`src/pkg/alrf_pkg.sv`:
```
// Purpose: shared constants, types and character helpers of the ascii link read framer
// Assumes: 8-bit ascii characters, 40 MHz clock
// Notes: all codes and positions used by the framer live here
package alrf_pkg;

   // control codes
   localparam logic [7:0] STX = 8'h02;
   localparam logic [7:0] ETX = 8'h03;
   localparam logic [7:0] ENQ = 8'h05;
   localparam logic [7:0] ACK = 8'h06;
   localparam logic [7:0] LF = 8'h0a;
   localparam logic [7:0] CR = 8'h0d;
   localparam logic [7:0] NAK = 8'h15;

   // waiting-time setting value that selects the delay digit in the request
   localparam logic [15:0] WAIT_FROM_DIGIT = 16'h270f;

   // timing
   localparam int CLK_KHZ = 40000;
   localparam int MS_TIME = 1;
   localparam int MS_CYCLES = CLK_KHZ * MS_TIME;
   localparam logic [15:0] DELAY_STEP_MS = 16'h000a;

   // request body lengths after the enquiry code and zero-based field indices
   localparam logic [2:0] BODY_WITH_DIGIT = 3'h7;
   localparam logic [2:0] BODY_NO_DIGIT = 3'h6;
   localparam logic [2:0] IDX_STATION_HI = 3'h0;
   localparam logic [2:0] IDX_STATION_LO = 3'h1;
   localparam logic [2:0] IDX_INSTR_HI = 3'h2;
   localparam logic [2:0] IDX_INSTR_LO = 3'h3;
   localparam logic [2:0] IDX_DELAY = 3'h4;

   // reply layout: zero-based character positions, body lengths and the largest data length
   localparam logic [4:0] POS_STATION_HI = 5'h01;
   localparam logic [4:0] POS_STATION_LO = 5'h02;
   localparam logic [4:0] POS_DATA = 5'h03;
   localparam logic [4:0] NAK_BODY_LEN = 5'h04;
   localparam logic [4:0] DATA_OVERHEAD = 5'h06;
   localparam int MAX_DATA = 20;

   // read reply formats
   localparam logic [1:0] FMT_FOUR = 2'h0;
   localparam logic [1:0] FMT_TWO = 2'h1;
   localparam logic [1:0] FMT_SIX = 2'h2;
   localparam logic [1:0] FMT_MODEL = 2'h3;

   // error codes
   localparam logic [3:0] ERR_SUM = 4'h2;
   localparam logic [3:0] ERR_CHAR = 4'h7;

   typedef enum logic [2:0] {S_IDLE, S_BODY, S_HOST, S_WAIT, S_SEND} alrf_state_type;

   function automatic logic is_hex(input logic [7:0] c);
      return (c >= 8'h30 && c <= 8'h39) || (c >= 8'h41 && c <= 8'h46);
   endfunction

   function automatic logic [3:0] hex_val(input logic [7:0] c);
      logic [7:0] v;
      v = (c >= 8'h41) ? c - 8'h37 : c - 8'h30;
      return v[3:0];
   endfunction

   function automatic logic [7:0] to_hex(input logic [3:0] v);
      return (v < 4'ha) ? 8'h30 + {4'h0, v} : 8'h37 + {4'h0, v};
   endfunction

   function automatic logic is_ctrl(input logic [7:0] c);
      return c == STX || c == ETX || c == ENQ || c == ACK || c == LF || c == CR || c == NAK;
   endfunction

   function automatic logic [4:0] data_len(input logic [1:0] f);
      case (f)
         FMT_TWO: return 5'h02;
         FMT_SIX: return 5'h06;
         FMT_MODEL: return 5'h14;
         default: return 5'h04;
      endcase
   endfunction

endpackage

```
`src/alrf_wait_timer.sv`:
```
// Purpose: millisecond down-counter for the reply waiting time
// Assumes: load is a one-cycle pulse on the framer clock
// Notes: done is high while idle and after the count has run out
`timescale 1ns/10ps
`default_nettype none
module alrf_wait_timer #(parameter int MS_CYCLES = alrf_pkg::MS_CYCLES)
(
   input wire logic clk,
   input wire logic rst_n,
   input wire logic load,
   input wire logic [15:0] ms_count,
   output logic done
);
   logic [31:0] div;
   logic [15:0] remain;
   logic tick;

   assign tick = (div == 32'(MS_CYCLES - 1));

   // the divider restarts on load so the first millisecond is a full one
   always_ff @(posedge clk or negedge rst_n)
   begin
      if (!rst_n)
      begin
         div <= 32'h0;
         remain <= 16'h0;
         done <= 1'b1;
      end
      else if (load)
      begin
         div <= 32'h0;
         remain <= ms_count;
         done <= (ms_count == 16'h0);
      end
      else if (!done)
      begin
         div <= tick ? 32'h0 : div + 32'h1;
         if (tick)
         begin
            remain <= remain - 16'h1;
            if (remain == 16'h1)
               done <= 1'b1;
         end
      end
   end
endmodule
`default_nettype wire

```
`src/alrf_read_framer.sv`:
```
// Purpose: frame logic of the ascii computer-link read transaction, device end
// Assumes: rx and tx characters come from a uart on the same clock
// Notes: instruction meaning and read data come from the application port
`timescale 1ns/10ps
`default_nettype none
module alrf_read_framer #(parameter int MS_CYCLES = alrf_pkg::MS_CYCLES)
(
   input wire logic clk,
   input wire logic rst_n,
   input wire logic rx_valid,
   input wire logic [7:0] rx_char,
   input wire logic tx_ready,
   output logic tx_valid,
   output logic [7:0] tx_char,
   input wire logic [4:0] station_id,
   input wire logic [15:0] reply_wait_time_setting,
   input wire logic [1:0] terminator_select_setting,
   output logic req_valid,
   output logic [15:0] req_instr,
   input wire logic rd_done,
   input wire logic [1:0] rd_format,
   input wire logic [159:0] rd_data,
   input wire logic rd_err,
   input wire logic [3:0] rd_err_code,
   output logic host_ack,
   output logic host_nak,
   output logic busy
);
   alrf_pkg::alrf_state_type state;
   logic [2:0] rx_idx;
   logic [7:0] st_hi, st_lo, dly_ch, sum_hi_ch;
   logic [7:0] rx_sum;
   logic char_err;
   logic host_is_nak;
   logic reply_nak, data_ready, have_reply;
   logic [3:0] nak_code;
   logic [1:0] fmt;
   logic [7:0] data_buf [0:alrf_pkg::MAX_DATA-1];
   logic [4:0] pos;
   logic [7:0] tx_sum;
   logic tmr_load, tmr_done;
   logic [15:0] tmr_ms;

   logic digit_mode, char_bad, last_rx, station_ok, bad_any, sum_ok;
   logic [2:0] body_len;
   logic [7:0] recv_sum;
   logic [4:0] n, body_end, frame_len;
   logic [7:0] cur_char;
   logic send_go, load, tx_done;

   assign digit_mode = (reply_wait_time_setting == alrf_pkg::WAIT_FROM_DIGIT);
   assign body_len = digit_mode ? alrf_pkg::BODY_WITH_DIGIT : alrf_pkg::BODY_NO_DIGIT;
   assign char_bad = !(alrf_pkg::is_hex(rx_char) || alrf_pkg::is_ctrl(rx_char));
   assign last_rx = rx_valid && state == alrf_pkg::S_BODY && rx_char != alrf_pkg::ENQ
      && rx_idx == body_len - 3'h1;
   assign station_ok = alrf_pkg::is_hex(st_hi) && alrf_pkg::is_hex(st_lo)
      && {alrf_pkg::hex_val(st_hi), alrf_pkg::hex_val(st_lo)} == {3'h0, station_id};
   assign bad_any = char_err || char_bad;
   assign recv_sum = {alrf_pkg::hex_val(sum_hi_ch), alrf_pkg::hex_val(rx_char)};
   assign sum_ok = (recv_sum == rx_sum);

   // frame sequencing
   always_ff @(posedge clk or negedge rst_n)
   begin
      if (!rst_n)
         state <= alrf_pkg::S_IDLE;
      else
      begin
         case (state)
            alrf_pkg::S_IDLE:
               if (rx_valid && rx_char == alrf_pkg::ENQ)
                  state <= alrf_pkg::S_BODY;
               else if (rx_valid && (rx_char == alrf_pkg::ACK || rx_char == alrf_pkg::NAK))
                  state <= alrf_pkg::S_HOST;
            alrf_pkg::S_BODY:
               if (last_rx)
                  state <= station_ok ? alrf_pkg::S_WAIT : alrf_pkg::S_IDLE;
            alrf_pkg::S_HOST:
               if (rx_valid && rx_char == alrf_pkg::ENQ)
                  state <= alrf_pkg::S_BODY;
               else if (rx_valid && rx_idx == alrf_pkg::IDX_STATION_LO)
               begin
                  // a host nak asks for the same read reply again
                  if (host_is_nak && have_reply && alrf_pkg::is_hex(rx_char)
                      && {alrf_pkg::hex_val(st_hi), alrf_pkg::hex_val(rx_char)} == {3'h0, station_id})
                     state <= alrf_pkg::S_SEND;
                  else
                     state <= alrf_pkg::S_IDLE;
               end
            alrf_pkg::S_WAIT:
               // done still shows the idle level while the load is in flight
               if (tmr_done && data_ready && !tmr_load)
                  state <= alrf_pkg::S_SEND;
            alrf_pkg::S_SEND:
               if (tx_done)
                  state <= alrf_pkg::S_IDLE;
            default:
               state <= alrf_pkg::S_IDLE;
         endcase
      end
   end

   // request field capture and running sum
   always_ff @(posedge clk or negedge rst_n)
   begin
      if (!rst_n)
      begin
         rx_idx <= 3'h0;
         st_hi <= 8'h0;
         st_lo <= 8'h0;
         dly_ch <= 8'h0;
         sum_hi_ch <= 8'h0;
         rx_sum <= 8'h0;
         char_err <= 1'b0;
         req_instr <= 16'h0;
         host_is_nak <= 1'b0;
      end
      else if (rx_valid)
      begin
         if (rx_char == alrf_pkg::ENQ || state == alrf_pkg::S_IDLE)
         begin
            // an enquiry restarts a frame except in S_WAIT and S_SEND, where it clears the capture but the state stays
            rx_idx <= 3'h0;
            rx_sum <= 8'h0;
            char_err <= 1'b0;
            host_is_nak <= (rx_char == alrf_pkg::NAK);
         end
         else if (state == alrf_pkg::S_BODY || state == alrf_pkg::S_HOST)
         begin
            rx_idx <= rx_idx + 3'h1;
            char_err <= char_err || char_bad;
            if (rx_idx < body_len - 3'h2)
               rx_sum <= rx_sum + rx_char;
            if (rx_idx == alrf_pkg::IDX_STATION_HI)
               st_hi <= rx_char;
            if (rx_idx == alrf_pkg::IDX_STATION_LO)
               st_lo <= rx_char;
            if (rx_idx == alrf_pkg::IDX_INSTR_HI)
               req_instr[15:8] <= rx_char;
            if (rx_idx == alrf_pkg::IDX_INSTR_LO)
               req_instr[7:0] <= rx_char;
            if (digit_mode && rx_idx == alrf_pkg::IDX_DELAY)
               dly_ch <= rx_char;
            if (rx_idx == body_len - 3'h2)
               sum_hi_ch <= rx_char;
         end
      end
   end

   // waiting time: digit times 10 ms, or the configured time
   always_ff @(posedge clk or negedge rst_n)
   begin
      if (!rst_n)
      begin
         tmr_load <= 1'b0;
         tmr_ms <= 16'h0;
      end
      else
      begin
         tmr_load <= last_rx && station_ok;
         if (last_rx)
            tmr_ms <= digit_mode ? 16'(alrf_pkg::hex_val(dly_ch)) * alrf_pkg::DELAY_STEP_MS
                                 : reply_wait_time_setting;
      end
   end

   alrf_wait_timer #(.MS_CYCLES(MS_CYCLES)) u_timer
   (
      .clk(clk),
      .rst_n(rst_n),
      .load(tmr_load),
      .ms_count(tmr_ms),
      .done(tmr_done)
   );

   // reply content: error code or read data from the application
   always_ff @(posedge clk or negedge rst_n)
   begin
      if (!rst_n)
      begin
         reply_nak <= 1'b0;
         nak_code <= 4'h0;
         data_ready <= 1'b0;
         fmt <= alrf_pkg::FMT_FOUR;
         have_reply <= 1'b0;
         for (int i = 0; i < alrf_pkg::MAX_DATA; i++)
            data_buf[i] <= 8'h0;
      end
      else if (last_rx && station_ok)
      begin
         have_reply <= 1'b0;
         reply_nak <= bad_any || !sum_ok;
         nak_code <= bad_any ? alrf_pkg::ERR_CHAR : alrf_pkg::ERR_SUM;
         data_ready <= bad_any || !sum_ok;
      end
      else if (state == alrf_pkg::S_WAIT && rd_done && !data_ready)
      begin
         // the application ends its processing time with rd_done
         data_ready <= 1'b1;
         reply_nak <= rd_err;
         nak_code <= rd_err_code;
         fmt <= rd_format;
         for (int i = 0; i < alrf_pkg::MAX_DATA; i++)
            data_buf[i] <= rd_data[159 - 8 * i -: 8];
      end
      else if (tx_done)
         have_reply <= !reply_nak;
      else if (host_ack)
         have_reply <= 1'b0;
   end

   // reply character at the current position
   always_comb
   begin
      n = alrf_pkg::data_len(fmt);
      body_end = reply_nak ? alrf_pkg::NAK_BODY_LEN : n + alrf_pkg::DATA_OVERHEAD;
      frame_len = body_end + {4'h0, terminator_select_setting[0]}
                  + {4'h0, terminator_select_setting[1]};
      if (pos == 5'h0)
         cur_char = reply_nak ? alrf_pkg::NAK : alrf_pkg::STX;
      else if (pos == alrf_pkg::POS_STATION_HI)
         cur_char = alrf_pkg::to_hex({3'h0, station_id[4]});
      else if (pos == alrf_pkg::POS_STATION_LO)
         cur_char = alrf_pkg::to_hex(station_id[3:0]);
      else if (pos < body_end)
      begin
         if (reply_nak)
            cur_char = alrf_pkg::to_hex(nak_code);
         else if (pos < alrf_pkg::POS_DATA + n)
            cur_char = data_buf[5'(pos - alrf_pkg::POS_DATA)];
         else if (pos == alrf_pkg::POS_DATA + n)
            cur_char = alrf_pkg::ETX;
         else if (pos == alrf_pkg::POS_DATA + n + 5'h1)
            cur_char = alrf_pkg::to_hex(tx_sum[7:4]);
         else
            cur_char = alrf_pkg::to_hex(tx_sum[3:0]);
      end
      else if (pos == body_end && terminator_select_setting[0])
         cur_char = alrf_pkg::CR;
      else
         cur_char = alrf_pkg::LF;
   end

   assign send_go = (state == alrf_pkg::S_SEND) && (!tx_valid || tx_ready);
   assign load = send_go && pos < frame_len;
   assign tx_done = send_go && pos == frame_len;

   // transmit register; a character waits in tx_char until tx_ready takes it
   always_ff @(posedge clk or negedge rst_n)
   begin
      if (!rst_n)
      begin
         pos <= 5'h0;
         tx_sum <= 8'h0;
         tx_valid <= 1'b0;
         tx_char <= 8'h0;
      end
      else if (state != alrf_pkg::S_SEND || tx_done)
      begin
         pos <= 5'h0;
         tx_sum <= 8'h0;
         tx_valid <= 1'b0;
      end
      else if (load)
      begin
         tx_char <= cur_char;
         tx_valid <= 1'b1;
         pos <= pos + 5'h1;
         if (pos != 5'h0 && pos <= alrf_pkg::POS_DATA + n)
            tx_sum <= tx_sum + cur_char;
      end
   end

   // one-cycle event outputs and the registered busy level
   always_ff @(posedge clk or negedge rst_n)
   begin
      if (!rst_n)
      begin
         req_valid <= 1'b0;
         host_ack <= 1'b0;
         host_nak <= 1'b0;
         busy <= 1'b0;
      end
      else
      begin
         req_valid <= last_rx && station_ok && !bad_any && sum_ok;
         host_ack <= state == alrf_pkg::S_HOST && rx_valid && rx_idx == alrf_pkg::IDX_STATION_LO
            && !host_is_nak && alrf_pkg::is_hex(rx_char)
            && {alrf_pkg::hex_val(st_hi), alrf_pkg::hex_val(rx_char)} == {3'h0, station_id};
         host_nak <= state == alrf_pkg::S_HOST && rx_valid && rx_idx == alrf_pkg::IDX_STATION_LO
            && host_is_nak && alrf_pkg::is_hex(rx_char)
            && {alrf_pkg::hex_val(st_hi), alrf_pkg::hex_val(rx_char)} == {3'h0, station_id};
         busy <= (state == alrf_pkg::S_WAIT) || (state == alrf_pkg::S_SEND);
      end
   end
endmodule
`default_nettype wire

```
`config.mk`:
```
export PLATFORM = sky130hd
export DESIGN_NAME = alrf_read_framer
export DESIGN_NICKNAME = d
export VERILOG_FILES = /design/src/pkg/alrf_pkg.sv /design/src/alrf_wait_timer.sv /design/src/alrf_read_framer.sv
export SDC_FILE = /design/constraint.sdc
export NUM_CORES = 1
export LEC_CHECK = 0
export ABC_AREA = 1
export BUFFER_PORTS_ARGS = -buffer_cell sky130_fd_sc_hd__buf_2
export CORE_ASPECT_RATIO = 0.75
export CORE_MARGIN = 10
export CORE_UTILIZATION = 60
export CTS_CLUSTER_SIZE = 30
export DETAILED_ROUTE_END_ITERATION = 10
export MAX_ROUTING_LAYER = met4
export PLACE_DENSITY = 0.89
export RECOVER_POWER = 25
export SYNTH_ARGS = -nofsm -noshare
export SYNTH_HDL_FRONTEND = slang
export SYNTH_SLANG_ARGS = --single-unit
```
`constraint.sdc`:
```
create_clock -name clk -period 8.2 [get_ports clk]
set_input_delay 0 -clock clk [delete_from_list [all_inputs] [get_ports clk]]
set_output_delay 0 -clock clk [all_outputs]
set_load 0.03 [all_outputs]
```
==> results_dict.tcl <==
set metrics [dict create \
    yosysSeqAreaShare_pct 43.59 \
    synth_top_area_share_pct 43.45 \
    grt_usage_pct 31.76 \
    postCtsSetupBuffers 0 \
    slew_violations 52 \
    die_w_um 223.6 \
    cts.clk_slew.worst_paths_ps 60 \
    routed_wl_um 62130 \
    endpoint_kind "flop" \
    ctsResizeCount 0 \
    dpl.cell_count 3049 \
    reg2reg_slack_ps 3190 \
    avgSynthCellArea_um2 7.455 \
    r2r_cells 25 \
    critPathMaxFanout 57 \
    start_kind "flop" \
    via_per_inst 5.859 \
    p_seq_share_pct 37.3 \
    stdcell_count 3314 \
    fill_cells 2131 \
    internal_power_w 0.003031 \
    setup_viol 0 \
    drt_iter0_drc 2488 \
    cts_buffers 34 \
    placed_cell_area_mm2 0.01993 \
    worstHoldStart "station_id[0]" \
    violations "max-capacitance violations, max-slew violations" \
    ys_warn_count 0 \
    power_switching_share_pct 35.70 \
    drc 0 \
    power_switching_w 0.001683 \
    min_path_type "input pin to flop" \
    num_rows 55 \
    drtPass1Iterations 7 \
    max_cap_violations 1 \
    worstMarginPinSlew_ps 2694 \
    utilization_pct 75.38 \
    clkSinkCount 325 \
    grt_max_degree 131 \
    ys_ff_latch 325 \
    syn_area_mm2 0.01866 \
    combPwrFrac_pct 29.4 \
    ant_nets 0 \
    grt_pass1_vias 18790 \
    hold_path_depth 5 \
    hold-path-endpoint "state[2]$_DFFE_PN0P_" \
    p_per_area_mw_per_mm2 205.6 \
    status "complete, but fails checks" \
    crit_arrival_ps 5400 \
    yosys.area.top_type "dfrtp_1" \
    gr-total-overflow 0 \
    fin_skew_ps 28.76 \
    ir_drop_mv 0.1383 \
    syn_to_final_growth_pct 22.86 \
    grt_pass1_wl_um 98190 \
    insertion_delay_ps 540 \
    io_buffers 231 \
    antenna_found_initial 13 \
    clockBufferDepth 3 \
    cp.required_ps 8590 \
    yosysUniqueCellTypes 62 \
    post-route-cell-area_mm2 0.02293 \
    syn_inst 2503 \
    start_util_pct 61.35 \
    fin_crit_sh_pct 61.11 \
    h-tree-depth 2 \
    dieArea_mm2 0.03863 \
    dr_total_vias 19420 \
    async_reset_ff_share_pct 100.0 \
    cts_root_buffer "clkbuf_16" \
    relSlewSlack_pct -79.62 \
    reg2reg_to "tx_sum[6]$_DFFE_PN0P_" \
    post-route-min-period_ps 5011 \
    rsz0062_at_grt "no" \
    fin_tns_setup_ps 0 \
    p_leak_nw 11.86 \
    synth_ff_type "dfrtp_1" \
    drive_gt1_share_pct 11.69 \
    rr_startpoint "pos[1]$_DFFE_PN0P_" \
    max_freq_mhz 199.6 \
    place_hpwl_um 40330 \
    hold_violations 0 \
    nets 3156 \
    cts_tree "done" \
    path_class "flop to flop" \
    clkPwrFrac_pct 33.3 \
    syn-num-nets 2780 \
    netlist_top_cells_area "dfrtp_1 (43%), nand2_1 (19%), ha_1 (4.8%)" \
    drt-wirelength-per-cell_um 18.75 \
    num_io_pins 232 \
    core_area_mm2 0.03042 \
    synth_edf_count 0 \
    gp_congestion 1.015 \
    die_h_um 172.7 \
]
[state kept, by name, summed over array words and instances, names as in the netlist, 2 cells and up]
register / cells
rx_idx: 3
pos: 5
req_instr: 16
state: 3
nak_code: 4
sum_hi_ch: 8
dly_ch: 8
u_timer.div: 32
rx_sum: 8
u_timer.remain: 16
st_lo: 8
tx_char: 8
st_hi: 8
tmr_ms: 16
fmt: 2
tx_sum: 8
data_buf: 160
[logic make-up (layout without fill, tap and decap cells)]
kind of cell / after synthesis / in the layout / synth area share, %
fa+ha+maj: 74 / 74 / 5.082
compound gates: 377 / 377 / 11.18
other cells: 0 / 14 / 0
buf+inv: 301 / 699 / 6.739
simple gates: 1381 / 1381 / 31.22
mux: 1 / 1 / 0.05364
flops: 325 / 325 / 43.59
xor+xnor: 44 / 44 / 2.139
[per-stage QoR]
stage                     setup slack (ps)  hold WS [ps]  total power [W]
after floorplan                       4542        -295.6         0.002672
after global placement                3610         186.4         0.002989
after detailed placement              3438         191.9         0.003035
after CTS                             3421         1.216         0.004655
after global routing                  2828         46.83         0.004908
final                                 3189         13.98         0.004714
[power groups by stage]
| stage | Sequential [W] | Combinational (W) | Clock [W] |
|---|---|---|---|
| floorplan | 0.00179 | 0.000886 | 0 |
| global placement | 0.00177 | 0.00121 | 0 |
| detailed placement | 0.00178 | 0.00125 | 0 |
| CTS | 0.00175 | 0.00134 | 0.00157 |
| global route | 0.00176 | 0.00151 | 0.00164 |
| finish | 0.00176 | 0.00139 | 0.00157 |
[worst max path at each step]
stage | cells after the start | endpoint | from | slack (ps)
floorplan | 29 | tx_sum[7]$_DFFE_PN0P_ | pos[0]$_DFFE_PN0P_ | 4540
global placement | 25 | tx_sum[6]$_DFFE_PN0P_ | pos[1]$_DFFE_PN0P_ | 3610
detailed placement | 25 | tx_sum[6]$_DFFE_PN0P_ | pos[1]$_DFFE_PN0P_ | 3440
CTS | 25 | tx_sum[6]$_DFFE_PN0P_ | pos[1]$_DFFE_PN0P_ | 3420
global route | 25 | tx_sum[6]$_DFFE_PN0P_ | pos[1]$_DFFE_PN0P_ | 2830
finish | 25 | tx_sum[6]$_DFFE_PN0P_ | pos[1]$_DFFE_PN0P_ | 3190
[metal layers]
metal	share of wire [%]	GRT usage [%]
met2	45	47.33
met1	40	40.17
met4	5.4	15.71
met5	0	-
met3	9.9	7.179
[repair_timing]
action | 4_1_cts | 5_1_grt
endpoints found under the hold margin | 335 | 0
setup endpoints to repair | 0 | 0
hold buffers | 193 | 0
[cells in the final DEF (no fill, tap or decap), types with 4 or more instances in the layout]
| cell | instances |
|---|---|
| nand2_1 | 922 |
| dfrtp_1 | 323 |
| buf_2 | 200 |
| dlygate4sd3_1 | 193 |
| nor2_1 | 185 |
| inv_1 | 180 |
| o21ai_0 | 173 |
| nand3_1 | 147 |
| a21oi_1 | 94 |
| ha_1 | 70 |
| clkbuf_1 | 39 |
| clkbuf_16 | 35 |
| xor2_1 | 33 |
| nor3_1 | 31 |
| inv_2 | 23 |
| o21ai_1 | 21 |
| o22ai_1 | 20 |
| nand4_1 | 20 |
| a31oi_1 | 19 |
| o211ai_1 | 16 |
| diode_2 | 14 |
| nor4_1 | 12 |
| xnor2_1 | 10 |
| nand2_2 | 9 |
| nand3b_1 | 8 |
| nor2_2 | 8 |
| buf_4 | 7 |
| nor2_4 | 6 |
| clkinv_2 | 6 |
| clkbuf_8 | 6 |
| or2_2 | 5 |
| nor3b_1 | 5 |
| clkinv_1 | 4 |
| o21bai_1 | 4 |
| a22oi_1 | 4 |
| nor3_2 | 4 |
[critical path: stages, from the launching register on]
cell,delay (ps)
dfrtp_1,460
inv_1,130
ha_2,340
buf_4,490
clkinv_1,820
nand3_1,320
nand3_1,100
nand3_1,170
nand3_1,100
nand2_1,80
nand2_1,50
nand2_1,60
nand2_1,50
nand2_1,60
nand2_1,70
a21oi_1,140
ha_1,180
inv_1,50
fa_1,400
inv_1,90
a31oi_1,130
inv_1,80
a21oi_1,50
o21ai_0,190
xnor2_1,150
o22ai_1,100
[cells in the mapped netlist (all sizes together), types with 8 or more instances]
cell type / n
nand4: 25
o21ai: 197
inv: 205
nor4: 12
nor2: 199
buf: 67
nor3: 36
ha: 71
o22ai: 20
nand3: 151
o211ai: 16
nand2: 933
dfrtp: 324
a21oi: 97
a31oi: 19
clkbuf: 25
nand3b: 8
xor2: 33
nor3b: 8
xnor2: 10
[cell type report]
cell class              count  area, um2  area share, %
diodes                     14      35.03         0.1528
clock buffers              49      988.4          4.311
clock inverters             9      98.84         0.4311
inverters                 209      789.5          3.444
multi-input cells        1877       9264          40.41
flip-flops and latches    325       8135          35.48
well taps                 399      499.2          2.177
repair buffers            432       3117          13.59
(Power assumes the default switching activity.)
